===== src/design/usm_defs.svh =====
// Register offsets, field positions, reset values and sizes of the SPI master block
`ifndef USM_DEFS_SVH
`define USM_DEFS_SVH

`define USM_ADDR_W 3
`define USM_OFS_DATA 3'h0
`define USM_OFS_STATUS 3'h1
`define USM_OFS_CONTROL 3'h2
`define USM_OFS_MODE 3'h3
`define USM_OFS_BAUD_LO 3'h4
`define USM_OFS_BAUD_HI 3'h5

`define USM_ST_RXC 7
`define USM_ST_TXC 6
`define USM_ST_UDRE 5

`define USM_CT_RXCIE 7
`define USM_CT_TXCIE 6
`define USM_CT_TX_EMPTY_IRQ_ENABLE 5
`define USM_CT_RXEN 4
`define USM_CT_TXEN 3

`define USM_CONTROL_RESET 8'h00
`define USM_MODE_RESET 8'h06
`define USM_MODE_SPI 2'h3
`define USM_BAUD_RESET 12'h000
`define USM_FRAME_LAST 4'hf
`define USM_RX_DEPTH 2

`endif


===== src/design/usm_pkg.sv =====
// Types shared by the SPI master block
`default_nettype none
package usm_pkg;

    // Shifter state
    typedef enum logic [0:0] {
        USM_IDLE = 1'b0,
        USM_SHIFT = 1'b1
    } usm_state_e;

    // Mode configuration register layout
    typedef struct packed {
        logic [1:0] port_mode_select;
        logic [2:0] reserved;
        logic bit_order_select;
        logic clock_phase_bit;
        logic clock_polarity_bit;
    } usm_mode_s;

    // Control enables register layout
    typedef struct packed {
        logic rx_complete_irq_enable;
        logic tx_complete_irq_enable;
        logic tx_empty_irq_enable;
        logic receiver_enable;
        logic transmitter_enable;
        logic [2:0] reserved;
    } usm_ctrl_s;

    // Interrupt requests travel together
    typedef struct packed {
        logic rx_complete;
        logic tx_complete;
        logic tx_empty;
    } usm_irq_s;

endpackage

`default_nettype wire


===== src/design/usm_spi_master.sv =====
// Master-only SPI transfer engine with double-buffered transmit and queued receive
//
// How it works
// Transfers need the transmitter enabled by software
// Enabled transmitter drives serial output pin
// Enabled receiver feeds serial input to shifter
// Shift clock pin carries master transfer clock
// Data register write starts every transfer
// Buffered byte loads when shifter frees up
// Overflow keeps older bytes, loses a newer one
// Software reads data once per sent byte
// Frame, overrun, parity flags read zero
// Receive flag bit 7 mirrors unread data
// Transmit complete bit 6, clear by one/ack
// Empty flag bit 5, set after reset
// Receive irq needs enable bit 7, global
// Transmit irq needs enable bit 6, global
// Empty irq needs enable bit 5, global
// Software writes zero to status bits 4:0
// Receiver disable flushes receive buffer
// Receiver alone never makes transfers
// Master only, no slave select
// One transmit holding byte, two-deep receive queue
// No collision flag, no double speed
// Both mode-select bits one enable SPI
// Polarity and phase pick four modes
// Eight-bit frames, selectable bit order
// Clock equals clk over 2(divisor+1)
// Idle shift clock rests at polarity level
//
// Implementation choices: the placing of the registers and the strobed register port.
`timescale 1ns/100ps
`default_nettype none
`include "usm_defs.svh"

module usm_spi_master (
    input wire logic clk, // 40 MHz system clock
    input wire logic rst_b, // Asynchronous reset, active low
    input wire logic [`USM_ADDR_W-1:0] reg_addr, // Register address
    input wire logic [7:0] reg_wdata, // Write data
    input wire logic reg_wr, // Write strobe
    input wire logic reg_rd, // Read strobe
    output logic [7:0] reg_rdata, // Read data, cycle after strobe
    input wire logic global_irq_enable, // Global interrupt flag of cpu_status_word
    input wire logic tx_complete_irq_ack, // Pulse when transmit irq is serviced
    output usm_pkg::usm_irq_s irq_req, // Interrupt requests
    output logic serial_out_pin_o, // Serial data out
    output logic serial_out_pin_oe, // High while transmitter owns the pin
    input wire logic serial_in_pin_i, // Serial data in, asynchronous
    output logic shift_clock_pin_o, // Shift clock out
    output logic shift_clock_pin_oe, // High while master drives clock
    output logic receiver_owns_in_pin // High while receiver overrides port
);

    // Register contents
    usm_pkg::usm_ctrl_s ctrl;
    usm_pkg::usm_mode_s mode;
    logic [11:0] baud_divisor;

    // Transmit side
    logic tx_buf_valid;
    logic [7:0] tx_buf;
    logic [7:0] tx_shift;
    logic [7:0] rx_shift;
    usm_pkg::usm_state_e state;
    logic [3:0] edge_cnt;
    logic [11:0] baud_cnt;
    logic frame_done;
    logic transmit_complete_flag;

    // Receive side
    logic [7:0] rx_mem [0:`USM_RX_DEPTH-1];
    logic rx_wr_ptr;
    logic rx_rd_ptr;
    logic [1:0] rx_count;
    logic rx_pend_valid;
    logic [7:0] rx_pend;

    // Input synchroniser
    logic sin_meta;
    logic sin_sync;

    // Decoded strobes and conditions
    logic wr_data;
    logic wr_status;
    logic rd_data;
    logic spi_mode;
    logic tx_active;
    logic can_load;
    logic tick;
    logic is_lead;
    logic sample_edge;
    logic receive_complete_flag;
    logic tx_buffer_empty_flag;
    logic rx_pop;
    logic rx_incoming;
    logic rx_space;
    logic rx_push;
    logic [7:0] rx_push_data;

    // Bit that leaves first under the chosen order
    function automatic logic pick_bit(input logic [7:0] s, input logic lsb_first);
        pick_bit = lsb_first ? s[0] : s[7];
    endfunction

    // Move the next bit into the output position
    function automatic logic [7:0] shift_out(input logic [7:0] s, input logic lsb_first);
        shift_out = lsb_first ? {1'b0, s[7:1]} : {s[6:0], 1'b0};
    endfunction

    assign wr_data = reg_wr && (reg_addr == `USM_OFS_DATA);
    assign wr_status = reg_wr && (reg_addr == `USM_OFS_STATUS);
    assign rd_data = reg_rd && (reg_addr == `USM_OFS_DATA);
    assign spi_mode = (mode.port_mode_select == `USM_MODE_SPI);

    // Disable takes effect only once queued and shifting data are gone
    assign tx_active = ctrl.transmitter_enable || tx_buf_valid || (state == usm_pkg::USM_SHIFT);
    assign can_load = (state == usm_pkg::USM_IDLE) && tx_buf_valid && spi_mode;
    assign tx_buffer_empty_flag = !tx_buf_valid;
    assign receive_complete_flag = (rx_count != 2'h0);

    // Half-period tick; divider runs only inside a frame so idle has no edges
    assign tick = (state == usm_pkg::USM_SHIFT) && (baud_cnt == baud_divisor);
    assign is_lead = !edge_cnt[0];
    assign sample_edge = mode.clock_phase_bit ? !is_lead : is_lead;

    // Serial input passes two flops before use
    always_ff @(posedge clk or negedge rst_b)
    begin
        if (!rst_b)
        begin
            sin_meta <= 1'b0;
            sin_sync <= 1'b0;
        end
        else
        begin
            sin_meta <= serial_in_pin_i;
            sin_sync <= sin_meta;
        end
    end

    // Control, mode and divisor registers
    always_ff @(posedge clk or negedge rst_b)
    begin
        if (!rst_b)
        begin
            ctrl <= `USM_CONTROL_RESET;
            mode <= `USM_MODE_RESET;
            baud_divisor <= `USM_BAUD_RESET;
        end
        else if (reg_wr)
        begin
            case (reg_addr)
                `USM_OFS_CONTROL: ctrl <= {reg_wdata[7:3], 3'h0};
                `USM_OFS_MODE: mode <= {reg_wdata[7:6], 3'h0, reg_wdata[2:0]};
                `USM_OFS_BAUD_LO: baud_divisor[7:0] <= reg_wdata;
                `USM_OFS_BAUD_HI: baud_divisor[11:8] <= reg_wdata[3:0];
                default: ;
            endcase
        end
    end

    // Transmit holding byte; writes while full or disabled are dropped
    always_ff @(posedge clk or negedge rst_b)
    begin
        if (!rst_b)
        begin
            tx_buf_valid <= 1'b0;
            tx_buf <= 8'h00;
        end
        else if (wr_data && !tx_buf_valid && ctrl.transmitter_enable)
        begin
            tx_buf_valid <= 1'b1;
            tx_buf <= reg_wdata;
        end
        else if (can_load)
        begin
            tx_buf_valid <= 1'b0;
        end
    end

    // Half-period divider
    always_ff @(posedge clk or negedge rst_b)
    begin
        if (!rst_b)
            baud_cnt <= 12'h000;
        else if (state == usm_pkg::USM_IDLE || tick)
            baud_cnt <= 12'h000;
        else
            baud_cnt <= baud_cnt + 12'h001;
    end

    // Frame shifter: eight bits, sixteen clock edges
    always_ff @(posedge clk or negedge rst_b)
    begin
        if (!rst_b)
        begin
            state <= usm_pkg::USM_IDLE;
            edge_cnt <= 4'h0;
            tx_shift <= 8'h00;
            rx_shift <= 8'h00;
            serial_out_pin_o <= 1'b1;
            shift_clock_pin_o <= 1'b0;
            frame_done <= 1'b0;
        end
        else
        begin
            frame_done <= 1'b0;
            case (state)
                usm_pkg::USM_IDLE:
                begin
                    shift_clock_pin_o <= mode.clock_polarity_bit;
                    if (can_load)
                    begin
                        state <= usm_pkg::USM_SHIFT;
                        edge_cnt <= 4'h0;
                        tx_shift <= tx_buf;
                        serial_out_pin_o <= pick_bit(tx_buf, mode.bit_order_select);
                    end
                end
                usm_pkg::USM_SHIFT:
                begin
                    if (tick)
                    begin
                        shift_clock_pin_o <= !shift_clock_pin_o;
                        edge_cnt <= edge_cnt + 4'h1;
                        if (sample_edge)
                        begin
                            // Receiver shares the transmitter's order
                            rx_shift <= mode.bit_order_select ? {sin_sync, rx_shift[7:1]}
                                                              : {rx_shift[6:0], sin_sync};
                        end
                        else if (!(mode.clock_phase_bit && edge_cnt == 4'h0))
                        begin
                            // First leading edge in phase 1 keeps the bit set at load
                            tx_shift <= shift_out(tx_shift, mode.bit_order_select);
                            serial_out_pin_o <= pick_bit(shift_out(tx_shift,
                                mode.bit_order_select), mode.bit_order_select);
                        end
                        if (edge_cnt == `USM_FRAME_LAST)
                        begin
                            state <= usm_pkg::USM_IDLE;
                            frame_done <= 1'b1;
                        end
                    end
                end
                default: state <= usm_pkg::USM_IDLE;
            endcase
        end
    end

    // Transmit complete: hardware set wins over a same-cycle clear
    always_ff @(posedge clk or negedge rst_b)
    begin
        if (!rst_b)
            transmit_complete_flag <= 1'b0;
        else if (frame_done && !tx_buf_valid)
            transmit_complete_flag <= 1'b1;
        else if (tx_complete_irq_ack || (wr_status && reg_wdata[`USM_ST_TXC]))
            transmit_complete_flag <= 1'b0;
    end

    // Receive queue: two entries plus one overwriteable pending byte
    assign rx_pop = rd_data && receive_complete_flag;
    assign rx_incoming = frame_done && ctrl.receiver_enable;
    assign rx_space = (rx_count != 2'(`USM_RX_DEPTH)) || rx_pop;
    assign rx_push = rx_space && (rx_pend_valid || rx_incoming);
    assign rx_push_data = rx_pend_valid ? rx_pend : rx_shift;

    always_ff @(posedge clk or negedge rst_b)
    begin
        if (!rst_b)
        begin
            rx_wr_ptr <= 1'b0;
            rx_rd_ptr <= 1'b0;
            rx_count <= 2'h0;
            rx_pend_valid <= 1'b0;
            rx_pend <= 8'h00;
        end
        else if (!ctrl.receiver_enable)
        begin
            // Disabling throws away every unread byte
            rx_wr_ptr <= 1'b0;
            rx_rd_ptr <= 1'b0;
            rx_count <= 2'h0;
            rx_pend_valid <= 1'b0;
        end
        else
        begin
            if (rx_push)
            begin
                rx_mem[rx_wr_ptr] <= rx_push_data;
                rx_wr_ptr <= !rx_wr_ptr;
            end
            if (rx_pop)
                rx_rd_ptr <= !rx_rd_ptr;
            rx_count <= rx_count + {1'b0, rx_push} - {1'b0, rx_pop};
            // Pending stage: a later frame replaces a byte still waiting here
            if (rx_incoming && (rx_pend_valid || !rx_space))
            begin
                rx_pend_valid <= 1'b1;
                rx_pend <= rx_shift;
            end
            else if (rx_push && rx_pend_valid)
            begin
                rx_pend_valid <= 1'b0;
            end
        end
    end

    // Read data, valid only in the cycle after the strobe
    always_ff @(posedge clk or negedge rst_b)
    begin
        if (!rst_b)
            reg_rdata <= 8'h00;
        else if (reg_rd)
        begin
            case (reg_addr)
                `USM_OFS_DATA: reg_rdata <= receive_complete_flag ? rx_mem[rx_rd_ptr] : 8'h00;
                // Error bits and reserved bits always zero
                `USM_OFS_STATUS: reg_rdata <= {receive_complete_flag, transmit_complete_flag,
                                               tx_buffer_empty_flag, 5'h00};
                `USM_OFS_CONTROL: reg_rdata <= ctrl;
                `USM_OFS_MODE: reg_rdata <= mode;
                `USM_OFS_BAUD_LO: reg_rdata <= baud_divisor[7:0];
                `USM_OFS_BAUD_HI: reg_rdata <= {4'h0, baud_divisor[11:8]};
                default: reg_rdata <= 8'h00;
            endcase
        end
        else
            reg_rdata <= 8'h00;
    end

    // Interrupt requests and pin ownership, all registered
    always_ff @(posedge clk or negedge rst_b)
    begin
        if (!rst_b)
        begin
            irq_req <= '0;
            serial_out_pin_oe <= 1'b0;
            shift_clock_pin_oe <= 1'b0;
            receiver_owns_in_pin <= 1'b0;
        end
        else
        begin
            irq_req.rx_complete <= ctrl.rx_complete_irq_enable && global_irq_enable
                                   && receive_complete_flag;
            irq_req.tx_complete <= ctrl.tx_complete_irq_enable && global_irq_enable
                                   && transmit_complete_flag;
            irq_req.tx_empty <= ctrl.tx_empty_irq_enable && global_irq_enable
                                && tx_buffer_empty_flag;
            serial_out_pin_oe <= tx_active;
            shift_clock_pin_oe <= tx_active && spi_mode;
            receiver_owns_in_pin <= ctrl.receiver_enable;
        end
    end

endmodule

`default_nettype wire


===== config.mk =====
export PLATFORM = sky130hd
export DESIGN_NAME = usm_spi_master
export DESIGN_NICKNAME = d
export VERILOG_FILES = /design/src/design/usm_pkg.sv /design/src/design/usm_spi_master.sv
export VERILOG_INCLUDE_DIRS = /design/src /design/src/design
export SDC_FILE = /design/constraint.sdc
export NUM_CORES = 1
export LEC_CHECK = 0
export BUFFER_PORTS_ARGS = -buffer_cell sky130_fd_sc_hd__buf_2
export CAP_MARGIN = 10
export CORE_MARGIN = 2
export CORE_UTILIZATION = 62
export DETAILED_ROUTE_END_ITERATION = 16
export PLACE_DENSITY = 0.81
export SYNTH_ARGS = -nofsm -noshare
export SYNTH_HDL_FRONTEND = slang
export SYNTH_SLANG_ARGS = --single-unit

===== constraint.sdc =====
create_clock -name clk -period 6.21 [get_ports clk]
set_clock_uncertainty 0.05 [all_clocks]
set_input_delay 0 -clock clk [delete_from_list [all_inputs] [get_ports clk]]
set_output_delay 0 -clock clk [all_outputs]
set_load 0.01 [all_outputs]

==> results.md, run 1 <==
- Io pins: 34
- Syn nets: 460
- R2R depth: 5
- Switching power: 650 µW
- First drt pass iteration count: 7
- Ys async rst share: 85.8%
- Critical path class: register to register
- Hold buffers post-CTS: 21
- Sequential area share after synthesis: 56.1%
- Netlist cell types: 46
- N_diodes: 0
- Inst Count DP: 554
- Clk root buf: clkbuf_8
- Slew Limit Fails: 0
- WL/cell: 19.4 µm
- Routed Antenna Nets: 0
- Setup WS pre-CTS: 3.63 ns
- Via density: 6.23
- Die W: 95.5 µm
- Worst slew pin tran: 0.803 ns
- Power Dens Cells: 363 mW/mm²
- Final worst path period need: 2.63 ns
- Yosys warnings: 0
- Final wirelength: 11800 µm
- Status: finished clean
- Synth area leaders: dfrtp_1 45%, mux2_2 11%, edfxtp_1 9.3%
- Combinational power share: 17.4%
- Dominant cell type by area after synthesis: dfrtp_1
- Max-cap viol count: 0
- CP Launch Type: register
- H-tree Lvls: 4
- Clk pin slew, worst setup/hold paths: 0.05 ns
- Layout Utilization: 74.9%
- Clk sink count: 113
- Post-CTS Resized: 0
- Syn Area/Cell: 11.9 µm²
- Critical hold path startpoint: serial_in_pin_i
- Nets: 512
- Residual DRC: 0
- Antenna violations before repair: 0
- Netlist Area Pre-Place: 0.00519 mm²
- Die H: 95.5 µm
- Normalized max-slew margin: 46.5%
- WP data required: 6.49 ns
- Rows: 33
- Layout area overhead: 18.0%
- Internal power: 1.57 mW
- Worst Slack Setup Final: 3.58 ns
- Yosys reg bits: 113
- Post-DP HPWL: 7600 µm
- Final Hold Fails: 0
- Setup violators final: 0
- Worst min path class: input port to register
- Post-route insts no fill: 607
- Worst hold path endpoint: sin_meta
- Number of DRC markers in iteration 0: 294
- Total CTS buffers: 17
- TritonCTS clock tree: done
- Sum Neg Setup Slack: 0 ns
- Sw Ratio: 29.2%
- Fmax: 380 MHz
- Crit end category: register
- Clock share of power: 37.3%
- Syn Inst Count: 437
- Number of flops mapped to enable cells by yosys: 16
- GRT overflow: 0
- Register share of total power: 45.3%
- Clock Path Buffers: 2
- VDD IR max: 0.243 mV
- Layout cells sized above 1: 22.9%
- Final Wtd Congestion: 0.862
- Reg2reg start: state
- R2R Setup Slk: 3.58 ns
- Critical path arrival: 2.91 ns
- Core Footprint: 0.00818 mm²
- CP Max Fanout: 25
- P_leak: 2.75 nW
- DR vias: 3781
- First-pass GRT wire length: 19000 µm
- Ys flop type: dfrtp_1
- Die ar.: 0.00912 mm²
- Post-CTS setup buffer count: 0
- RSZ-0062 raised after global routing: no
- Pin count of the biggest net entering global routing: 65
- Hold path cells: 2
- Number of global-route vias before repair: 3787
- R2r endpoint: tx_shift[0]
- Total GRT Usage: 28.0%
- I/O Buffers: 33
- Initial Utilization: 63.5%
- Crit share post-route: 42.3%
- Clk Latency, worst-skew pair: 0.50 ns
- Yosys top cell area share: 45.3%
[Yosys cell counts, types with 3 or more instances]
| master | count |
|---|---|
| o21ai_0 | 6 |
| clkbuf_1 | 15 |
| nor3_1 | 14 |
| inv_1 | 11 |
| and3_1 | 8 |
| nand3_1 | 12 |
| nor2b_1 | 4 |
| mux2_2 | 52 |
| and2_1 | 6 |
| a311oi_1 | 3 |
| dfrtp_1 | 94 |
| xor2_1 | 10 |
| a22oi_1 | 5 |
| buf_2 | 6 |
| nand2_1 | 16 |
| a31oi_1 | 11 |
| nand4_1 | 4 |
| a21oi_1 | 20 |
| edfxtp_1 | 16 |
| nor4_1 | 6 |
| xnor2_1 | 19 |
| nor2_1 | 34 |
| o22ai_1 | 12 |
| dfstp_2 | 3 |
| mux2i_1 | 19 |
| ha_1 | 5 |
[final cells by class]
class	instances	area (µm²)
well taps	105	131
repair buffers	56	403
flip-flops and latches	113	2910
fillers	517	2050
clock buffers	22	433
multi-input cells	290	2140
inverters	11	41.3
clock inverters	10	68.8
[flip-flops by register name, summed over array words and instances, names as in the netlist, 2 cells and up]
register,flops
rx_pend,8
tx_buf,8
baud_cnt,12
rx_shift,8
mode,5
baud_divisor,12
edge_cnt,4
rx_mem,16
tx_shift,8
irq_req,3
rx_count,2
ctrl,5
reg_rdata,8
[worst max-delay path by stage]
stage,startpoint,to
2_1_floorplan,rx_count[1],rx_count[1]
3_3_place_gp,state,tx_shift[0]
3_5_place_dp,state,tx_shift[0]
4_1_cts,state,tx_shift[0]
5_1_grt,state,tx_shift[0]
6_report,state,tx_shift[0]
[power by group through the flow]
stage	registers [mW]	logic, mW	clock network, mW
3_3_place_gp	1.01	0.351	0
2_1_floorplan	0.955	0.295	0
6_report	1.01	0.388	0.829
3_5_place_dp	1.01	0.366	0
4_1_cts	1.00	0.385	0.832
5_1_grt	1.02	0.424	0.865
[cell families (layout without fill, tap and decap cells)]
kind of cell	count (synthesis)	count (layout)	synth area share, %
AOI/OAI and AO/OA	67	67	8.15
xor gates and xnor gates	29	29	4.89
adders and majority gates	5	5	1.21
buffers and inverters	34	99	2.75
DFF	113	113	56.1
muxes	72	72	15.4
and+or+nand+nor	117	117	11.5
[per-layer routing]
layer	share of wire [%]	global-route usage [%]	up-vias	wire, µm
met5	0	0	-	0
met2	48	45.4	194	5690
met1	42	37.1	1865	4980
met3	7.4	7.27	27	865
li1	-	-	1695	-
met4	2.0	9.64	0	241
[worst max-delay path, stage by stage (launching register included)]
cell	delay, ns
dfrtp_1	0.64
nand4b_1	0.68
o21ai_0	0.28
nand2_1	0.25
a2111oi_0	0.43
a311oi_1	0.11
[placed cells by master (no fill, tap or decap), drive strengths merged, types with 11 or more instances in the layout]
| master | count |
|---|---|
| dfrtp | 94 |
| buf | 36 |
| nor3 | 15 |
| a21oi | 20 |
| mux2i | 19 |
| nand2 | 16 |
| nand3 | 12 |
| clkbuf | 22 |
| nor2 | 34 |
| dlygate4sd3 | 20 |
| xnor2 | 19 |
| edfxtp | 16 |
| inv | 11 |
| a31oi | 11 |
| o22ai | 12 |
| mux2 | 52 |
[metrics by stage]
stage	instance area (µm²)	total power [mW]	hold WS [ns]
final	6120	2.22	0.0891
after global routing	6120	2.31	0.0819
after CTS	6120	2.22	0.0687
after detailed placement	5400	1.38	-0.0684
after global placement	5400	1.36	-0.0697
after floorplan	5190	1.25	-0.346
No activity file was read; power rests on OpenSTA's default activity.
==> run 2: changes to the inputs <==
--- a/config.mk
+++ b/config.mk
@@ -6,12 +6,13 @@
 export SDC_FILE = /design/constraint.sdc
 export NUM_CORES = 1
 export LEC_CHECK = 0
+export ABC_AREA = 1
 export BUFFER_PORTS_ARGS = -buffer_cell sky130_fd_sc_hd__buf_2
 export CAP_MARGIN = 10
 export CORE_MARGIN = 2
-export CORE_UTILIZATION = 62
+export CORE_UTILIZATION = 55
 export DETAILED_ROUTE_END_ITERATION = 16
-export PLACE_DENSITY = 0.81
+export PLACE_DENSITY = 0.76
 export SYNTH_ARGS = -nofsm -noshare
 export SYNTH_HDL_FRONTEND = slang
 export SYNTH_SLANG_ARGS = --single-unit
==> constraint.sdc (replaced) <==
create_clock -name clk -period 2.1 [get_ports clk]
set_clock_uncertainty 0.05 [all_clocks]
set_input_delay 0 -clock clk [delete_from_list [all_inputs] [get_ports clk]]
set_output_delay 0 -clock clk [all_outputs]
set_load 0.01 [all_outputs]
==> run 2 against run 1 <==
  * Non-clock buffer count is 3 higher
  * Critical path depth rose by 5
  * Synthesized cell count up 49%
  * Final area is 6.9% higher
  * Core utilization shrank 7.6 points
  * Largest power group unchanged
==> results.md, run 2 <==
- Yosys reg bits: 113 (unchanged)
- Final worst path period need: 2.00 ns (-0.631 ns)
- Syn Inst Count: 652 (+49%)
- Antenna violations before repair: 0 (unchanged)
- Ys async rst share: 85.8% (unchanged)
- Final wirelength: 12800 µm (+8.6%)
- Slowest stage delay, CP: 0.45 ns (-0.23 ns)
- Post-DP HPWL: 8570 µm (+13%)
- Via density: 5.28 (-15%)
- Syn nets: 675 (+47%)
- Die W: 104 µm (+8.8%)
- CP Cell Sequence: nor2_2, nor2_4, nand2_4, nand3b_4, o21ai_2, ha_1, inv_1, ha_1, xor2_1, nor2_1
- Clk pin slew, worst setup/hold paths: 0.06 ns (about the same)
- Largest registers: rx_mem (16), baud_cnt (12), baud_divisor (12)
- I/O Buffers: 33 (unchanged)
- Dominant cell type by area after synthesis: dfrtp_1
- Slowest cell on crit path: dfrtp_1
- WL/cell: 14.8 µm (-24%)
- Clk sink count: 113 (unchanged)
- P_leak: 3.25 nW (+18%)
- Syn Area/Cell: 8.41 µm² (-29%)
- Slew Limit Fails: 0 (unchanged)
- Yosys warnings: 0 (unchanged)
- List of most frequent post-synthesis cells: 220 x nand2_1, 94 x dfrtp_1, 75 x inv_1
- GRT overflow: 0 (unchanged)
- Post-CTS setup buffer count: 0 (unchanged)
- Fmax: 500 MHz (+32%)
- Layout cells sized above 1: 15.0% (-8.0 points)
- Kind of cell adding the most delay to the critical path: simple AND/OR/NAND/NOR gates
- Clk root buf: clkbuf_8
- Most used cell, CP: ha_1
- Yosys top cell area share: 42.9% (-2.4 points)
- First drt pass iteration count: 5 (-2)
- Max-cap viol count: 0 (unchanged)
- Worst Slack Setup Final: 0.101 ns (-3.48 ns)
- CP Max Fanout: 9 (-64%)
- Biggest register: rx_mem
- Normalized max-slew margin: 57.0% (+11 points)
- TritonCTS clock tree: done
- DR vias: 4549 (+20%)
- Final Wtd Congestion: 0.977 (+13%)
- Top-count cell post-synth: nand2_1
- Worst min path class: input port to async pin
- VDD IR max: 0.541 mV (+120%)
- Crit share post-route: 95.2% (+53 points)
- RSZ-0062 raised after global routing: no
- Commonest non-fill, non-tap cell in the layout: nand2_1
- Clock Path Buffers: 2 (unchanged)
- Io pins: 34 (unchanged)
- Synth area leaders: dfrtp_1 43%, nand2_1 15%, edfxtp_1 8.8%
- Clk Latency, worst-skew pair: 0.53 ns (+0.03 ns)
- Setup violators final: 0 (unchanged)
- Critical path arrival: 2.37 ns (-0.54 ns)
- Die ar.: 0.0108 mm² (+18%)
- Rows: 36 (+9.1%)
- Nets: 739 (+44%)
- Number of flops mapped to enable cells by yosys: 16 (unchanged)
- Status: finished clean
- Number of global-route vias before repair: 4425 (+17%)
- WP data required: 2.47 ns (-4.02 ns)
- Max reg flops: 16 (unchanged)
- Sum Neg Setup Slack: 0 ns (unchanged)
- Core Footprint: 0.00973 mm² (+19%)
- Netlist Area Pre-Place: 0.00549 mm² (+5.7%)
- Routed Antenna Nets: 0 (unchanged)
- Power Dens Cells: 1100 mW/mm² (+200%)
- Number of DRC markers in iteration 0: 333 (+13%)
- Total GRT Usage: 25.8% (-2.2 points)
- Final Hold Fails: 0 (unchanged)
- Netlist cell types: 40 (-13%)
- Layout area overhead: 19.3%
- First-pass GRT wire length: 21700 µm (+15%)
- Die H: 104 µm (+8.8%)
- Initial Utilization: 56.4% (-7.1 points)
- Total CTS buffers: 17 (unchanged)
- Setup WS pre-CTS: 0.137 ns (-3.50 ns)
- Buffers & Inverters on Critical Path: 1 (+1)
- N_diodes: 0 (unchanged)
- H-tree Lvls: 4 (unchanged)
- Pin count of the biggest net entering global routing: 98 (+51%)
- Ys flop type: dfrtp_1
- Critical path class: register to register
- Sequential area share after synthesis: 53.1% (-3.0 points)
- Residual DRC: 0 (unchanged)
- Crit end category: register
- Commonest non-fill, non-tap cells in the layout: 220 x nand2_1, 94 x dfrtp_1, 75 x inv_1, 40 x nor2_1, 37 x o21ai_0
- Worst slew pin tran: 0.643 ns (-0.160 ns)
- CP Launch Type: register
[run 2: cell count changes after synthesis, moves of 9 or more]
| cell | delta |
|---|---|
| inv_1 | +64 |
| o21ai_1 | +18 |
| o21ai_2 | +9 |
| mux2_2 | -52 |
| clkbuf_1 | -10 |
| inv_2 | +10 |
| o21ai_0 | +31 |
| mux2i_1 | -19 |
| a21oi_1 | -14 |
| xnor2_1 | -12 |
| nand3_1 | +22 |
| nand2_1 | +204 |
[run 2: path summary, 6_finish.rpt]
check / slack, ns / from / endpoint / cells after the start
max reg2reg: 0.10 / rx_count[1] / rx_count[1] / 10
max: 0.10 / rx_count[1] / rx_count[1] / 10
min: 0.03 / rst_b / rx_wr_ptr / 3
min reg2reg: 0.30 / sin_meta / sin_sync / 0
min in group clk: 0.06 / serial_in_pin_i / sin_meta / 2
max in group asynchronous: 1.57 / rst_b / serial_out_pin_o / 3
[run 2: report_power, final]
group	switching, mW	internal [mW]
Sequential	0.282	2.61
Combinational	1.12	0.519
Clock	0.981	1.70
[run 2: metrics by stage]
stage               power [mW]  instances  cell area [µm²]  hold WS (ns)  util (%)
finish                    7.21        862             6550        0.0285      67.3
global route              7.63        862             6550        0.0569      67.3
CTS                       7.24        862             6540        0.0408      67.3
detailed placement        4.50        811             5800        0.0601      59.6
global placement          4.44        811             5800        0.0525      59.6
floorplan                 4.01        652             5490        -0.346         -
[run 2: repair_timing]
action / 4_1_cts / 5_1_grt
endpoints found under the hold margin: 151 / 0
hold buffers: 19 / 0
setup endpoints to repair: 0 / 2
resized for setup: 0 / 1
[run 2: area by class of cell]
type                       count  area [µm²]
timing repair buffer          59         423
fill                         766        3180
clock inverter                11         114
clock buffer                  21         439
multi-input combinational    438        2170
inverter                      87         327
tap                          133         166
sequential                   113        2910
[run 2: cells by family after synthesis]
logic type      synth area share (%)
fa+ha+maj                       1.14
buf+inv                         7.50
simple gates                    26.2
compound gates                  10.3
xor+xnor                        1.76
flops                           53.1
[run 2: routing by layer]
metal  GRT usage, %  up-vias  wire length [µm]  share of wire [%]
met5              0        -                 0                  0
met2           41.1      145              6160                 48
met1           34.7     2149              5720                 45
li1               -     2230                 -                  -
met3           6.77       25               658                5.1
met4           8.59        0               243                1.9
[run 2: worst min-delay path, cell delays in order]
cell,delay (ns)
dlygate4sd3_1,0.52
buf_4,0.12
buf_12,0.39
==> run 3: changes to the inputs <==
--- a/config.mk
+++ b/config.mk
@@ -10,9 +10,10 @@
 export BUFFER_PORTS_ARGS = -buffer_cell sky130_fd_sc_hd__buf_2
 export CAP_MARGIN = 10
 export CORE_MARGIN = 2
-export CORE_UTILIZATION = 55
+export CORE_UTILIZATION = 57
+export CTS_BUF_LIST = sky130_fd_sc_hd__clkbuf_4 sky130_fd_sc_hd__clkbuf_8
 export DETAILED_ROUTE_END_ITERATION = 16
-export PLACE_DENSITY = 0.76
+export PLACE_DENSITY = 0.79
 export SYNTH_ARGS = -nofsm -noshare
 export SYNTH_HDL_FRONTEND = slang
 export SYNTH_SLANG_ARGS = --single-unit
==> run 3 against run 2 <==
  * Maximum frequency up 1.4%
  * Power fell by 8.0%
  * First-iteration DRC count decreased by 0.30%
  * Combinational power about the same
  * Setup slack improved by 0.027 ns
  * Worst hold slack got worse by 0.0065 ns
  * Core utilization increased by 1.0 points
  * Largest cell class unchanged
==> results.md, run 3 (synthesis gave the netlist of run 2 again) <==
- Critical path arrival: 2.23 ns (-0.14 ns)
- Sequential cell area: 0.00291 mm² (unchanged)
- First-pass GRT wire length: 20400 µm (-6.0%)
- Layout fillers: 733 (-4.3%)
- Clk Latency, worst-skew pair: 0.43 ns (-0.10 ns)
- Post-CTS Resized: 0 (unchanged)
- Number of global-route vias before repair: 4391 (-0.77%)
- Critical hold path startpoint: reg_wr
- Commonest non-fill, non-tap cell in the layout: nand2_1
- Hold path cells: 3
- Total GRT Usage: 25.4% (-0.38 points)
- P_leak: 3.16 nW (-2.8%)
- Final wirelength: 12000 µm (-5.9%)
- Status: finished clean
- Die W: 102 µm (-1.7%)
- Crit end category: register
- Total CTS buffers: 17 (unchanged)
- Layout cells sized above 1: 15.4% (+0.40 points)
- Sum Neg Setup Slack: 0 ns (unchanged)
- Via density: 5.35 (+1.4%)
- VDD IR max: 0.510 mV (-5.7%)
- Die ar.: 0.0104 mm² (-3.4%)
- Layout area overhead: 15.6%
- Post-route insts no fill: 852 (-1.2%)
- Setup violators final: 0 (unchanged)
- R2R depth: 10 (unchanged)
- WL/cell: 14.1 µm (-4.8%)
- Io pins: 34 (unchanged)
- Worst slew pin tran: 0.629 ns (-0.0142 ns)
- R2r endpoint: rx_count[1]
- Biggest register: rx_mem
- Clk pin slew, worst setup/hold paths: 0.08 ns (+0.02 ns)
- First drt pass iteration count: 6 (+1)
- Fmax: 507 MHz (+1.4%)
- I/O Buffers: 33 (unchanged)
- Hold buffers post-CTS: 13 (-6)
- Number of DRC markers in iteration 0: 332 (-0.30%)
- TritonCTS clock tree: done
- Normalized max-slew margin: 58.0% (+0.95 points)
- R2R Setup Slk: 0.13 ns (+0.03 ns)
- Inst Count DP: 807 (-0.49%)
- Post-CTS setup buffer count: 0 (unchanged)
- Reg2reg start: rx_count[1]
- H-tree Lvls: 4 (unchanged)
- Max reg flops: 16 (unchanged)
- Final Wtd Congestion: 0.935 (-4.2%)
- Routed Antenna Nets: 0 (unchanged)
- Post-DP HPWL: 8550 µm (-0.29%)
- Layout Utilization: 68.3% (+1.0 points)
- Worst Slack Setup Final: 0.129 ns (+0.0274 ns)
- Final worst path period need: 1.97 ns (-0.0274 ns)
- Die H: 102 µm (-1.7%)
- GRT overflow: 0 (unchanged)
- Worst hold path endpoint: mode[2]
- Clock Path Buffers: 2 (unchanged)
- Setup WS pre-CTS: 0.154 ns (+0.0170 ns)
- Nets: 733 (-0.81%)
- Core Footprint: 0.00928 mm² (-4.6%)
- Critical path class: register to register
- Clk root buf: clkbuf_8
- N_diodes: 0 (unchanged)
- Final Hold Fails: 0 (unchanged)
- Antenna violations before repair: 0 (unchanged)
- Largest registers: rx_mem (16), baud_cnt (12), baud_divisor (12)
- DR vias: 4557 (+0.18%)
- Max-cap viol count: 0 (unchanged)
- RSZ-0062 raised after global routing: no
- Power Dens Cells: 1050 mW/mm² (-5.0%)
- CP Max Fanout: 9 (unchanged)
- Pin count of the biggest net entering global routing: 98 (unchanged)
- Commonest non-fill, non-tap cells in the layout: 220 x nand2_1, 94 x dfrtp_1, 75 x inv_1, 41 x nor2_1, 37 x o21ai_0
- Slew Limit Fails: 0 (unchanged)
- CP Launch Type: register
- Clk sink count: 113 (unchanged)
- Worst min path class: input port to register
- Residual DRC: 0 (unchanged)
- WHS: 0.0220 ns (-0.00648 ns)
- Multi-input logic area: 0.00216 mm² (-0.12%)
- Crit share post-route: 93.9% (-1.3 points)
- Rows: 35 (-2.8%)
- Initial Utilization: 59.1% (+2.7 points)
- WP data required: 2.36 ns (-0.11 ns)
run 3: changes by cell type in the layout (fill, tap and decap cells not counted), moves of 2 or more:
cell           delta
clkbuf_1          -3
clkbuf_16        -16
clkbuf_8         +16
clkinv_2          -2
clkinv_4          +2
dlygate4sd3_1     -6
run 3: how the worst max path moves through the flow:
stage	to	start	cells past startpoint	slack, ns
global route	rx_count[1]	rx_count[1]	10	0.02
CTS	rx_count[1]	rx_count[1]	10	0.14
floorplan	rx_mem[1][0]	rx_count[1]	6	0.08
global placement	rx_count[1]	rx_count[1]	10	0.21
finish	rx_count[1]	rx_count[1]	10	0.13
detailed placement	rx_count[1]	rx_count[1]	10	0.15
run 3: stage by stage:
| step | power, mW | instance area, µm² |
|---|---|---|
| 6_report | 6.64 | 6340 |
| 5_1_grt | 7.04 | 6340 |
| 4_1_cts | 6.65 | 6340 |
| 3_5_place_dp | 4.50 | 5800 |
| 3_3_place_gp | 4.43 | 5800 |
| 2_1_floorplan | 4.01 | 5490 |
run 3: final cells by class:
cell class	count	area share, %
multi-input combinational	438	34.1
inverter	87	5.15
clock buffer	19	4.02
timing repair buffer	53	5.72
clock inverter	13	2.54
tap	129	2.54
sequential	113	45.9
run 3: metal layers:
layer	routed length, µm	global-route usage, %	vias to the layer above
li1	-	-	2216
met2	5600	39.9	164
met1	5390	34.6	2158
met4	243	9.74	0
met5	0	0	-
met3	787	6.02	19
run 3: power by group:
| part | switching (mW) | internal [mW] |
|---|---|---|
| logic | 1.10 | 0.514 |
| registers | 0.283 | 2.60 |
| clock network | 0.918 | 1.22 |
run 3: worst max-delay path, cell delays in order, from the launching register on:
cell and delay, ns:
dfrtp_1 0.43, nor2_1 0.30, nor2_4 0.12, nand2_4 0.10, nand3b_4 0.10, o21ai_2 0.10
ha_1 0.26, inv_1 0.05, ha_1 0.15, xor2_1 0.13, nor2_1 0.06
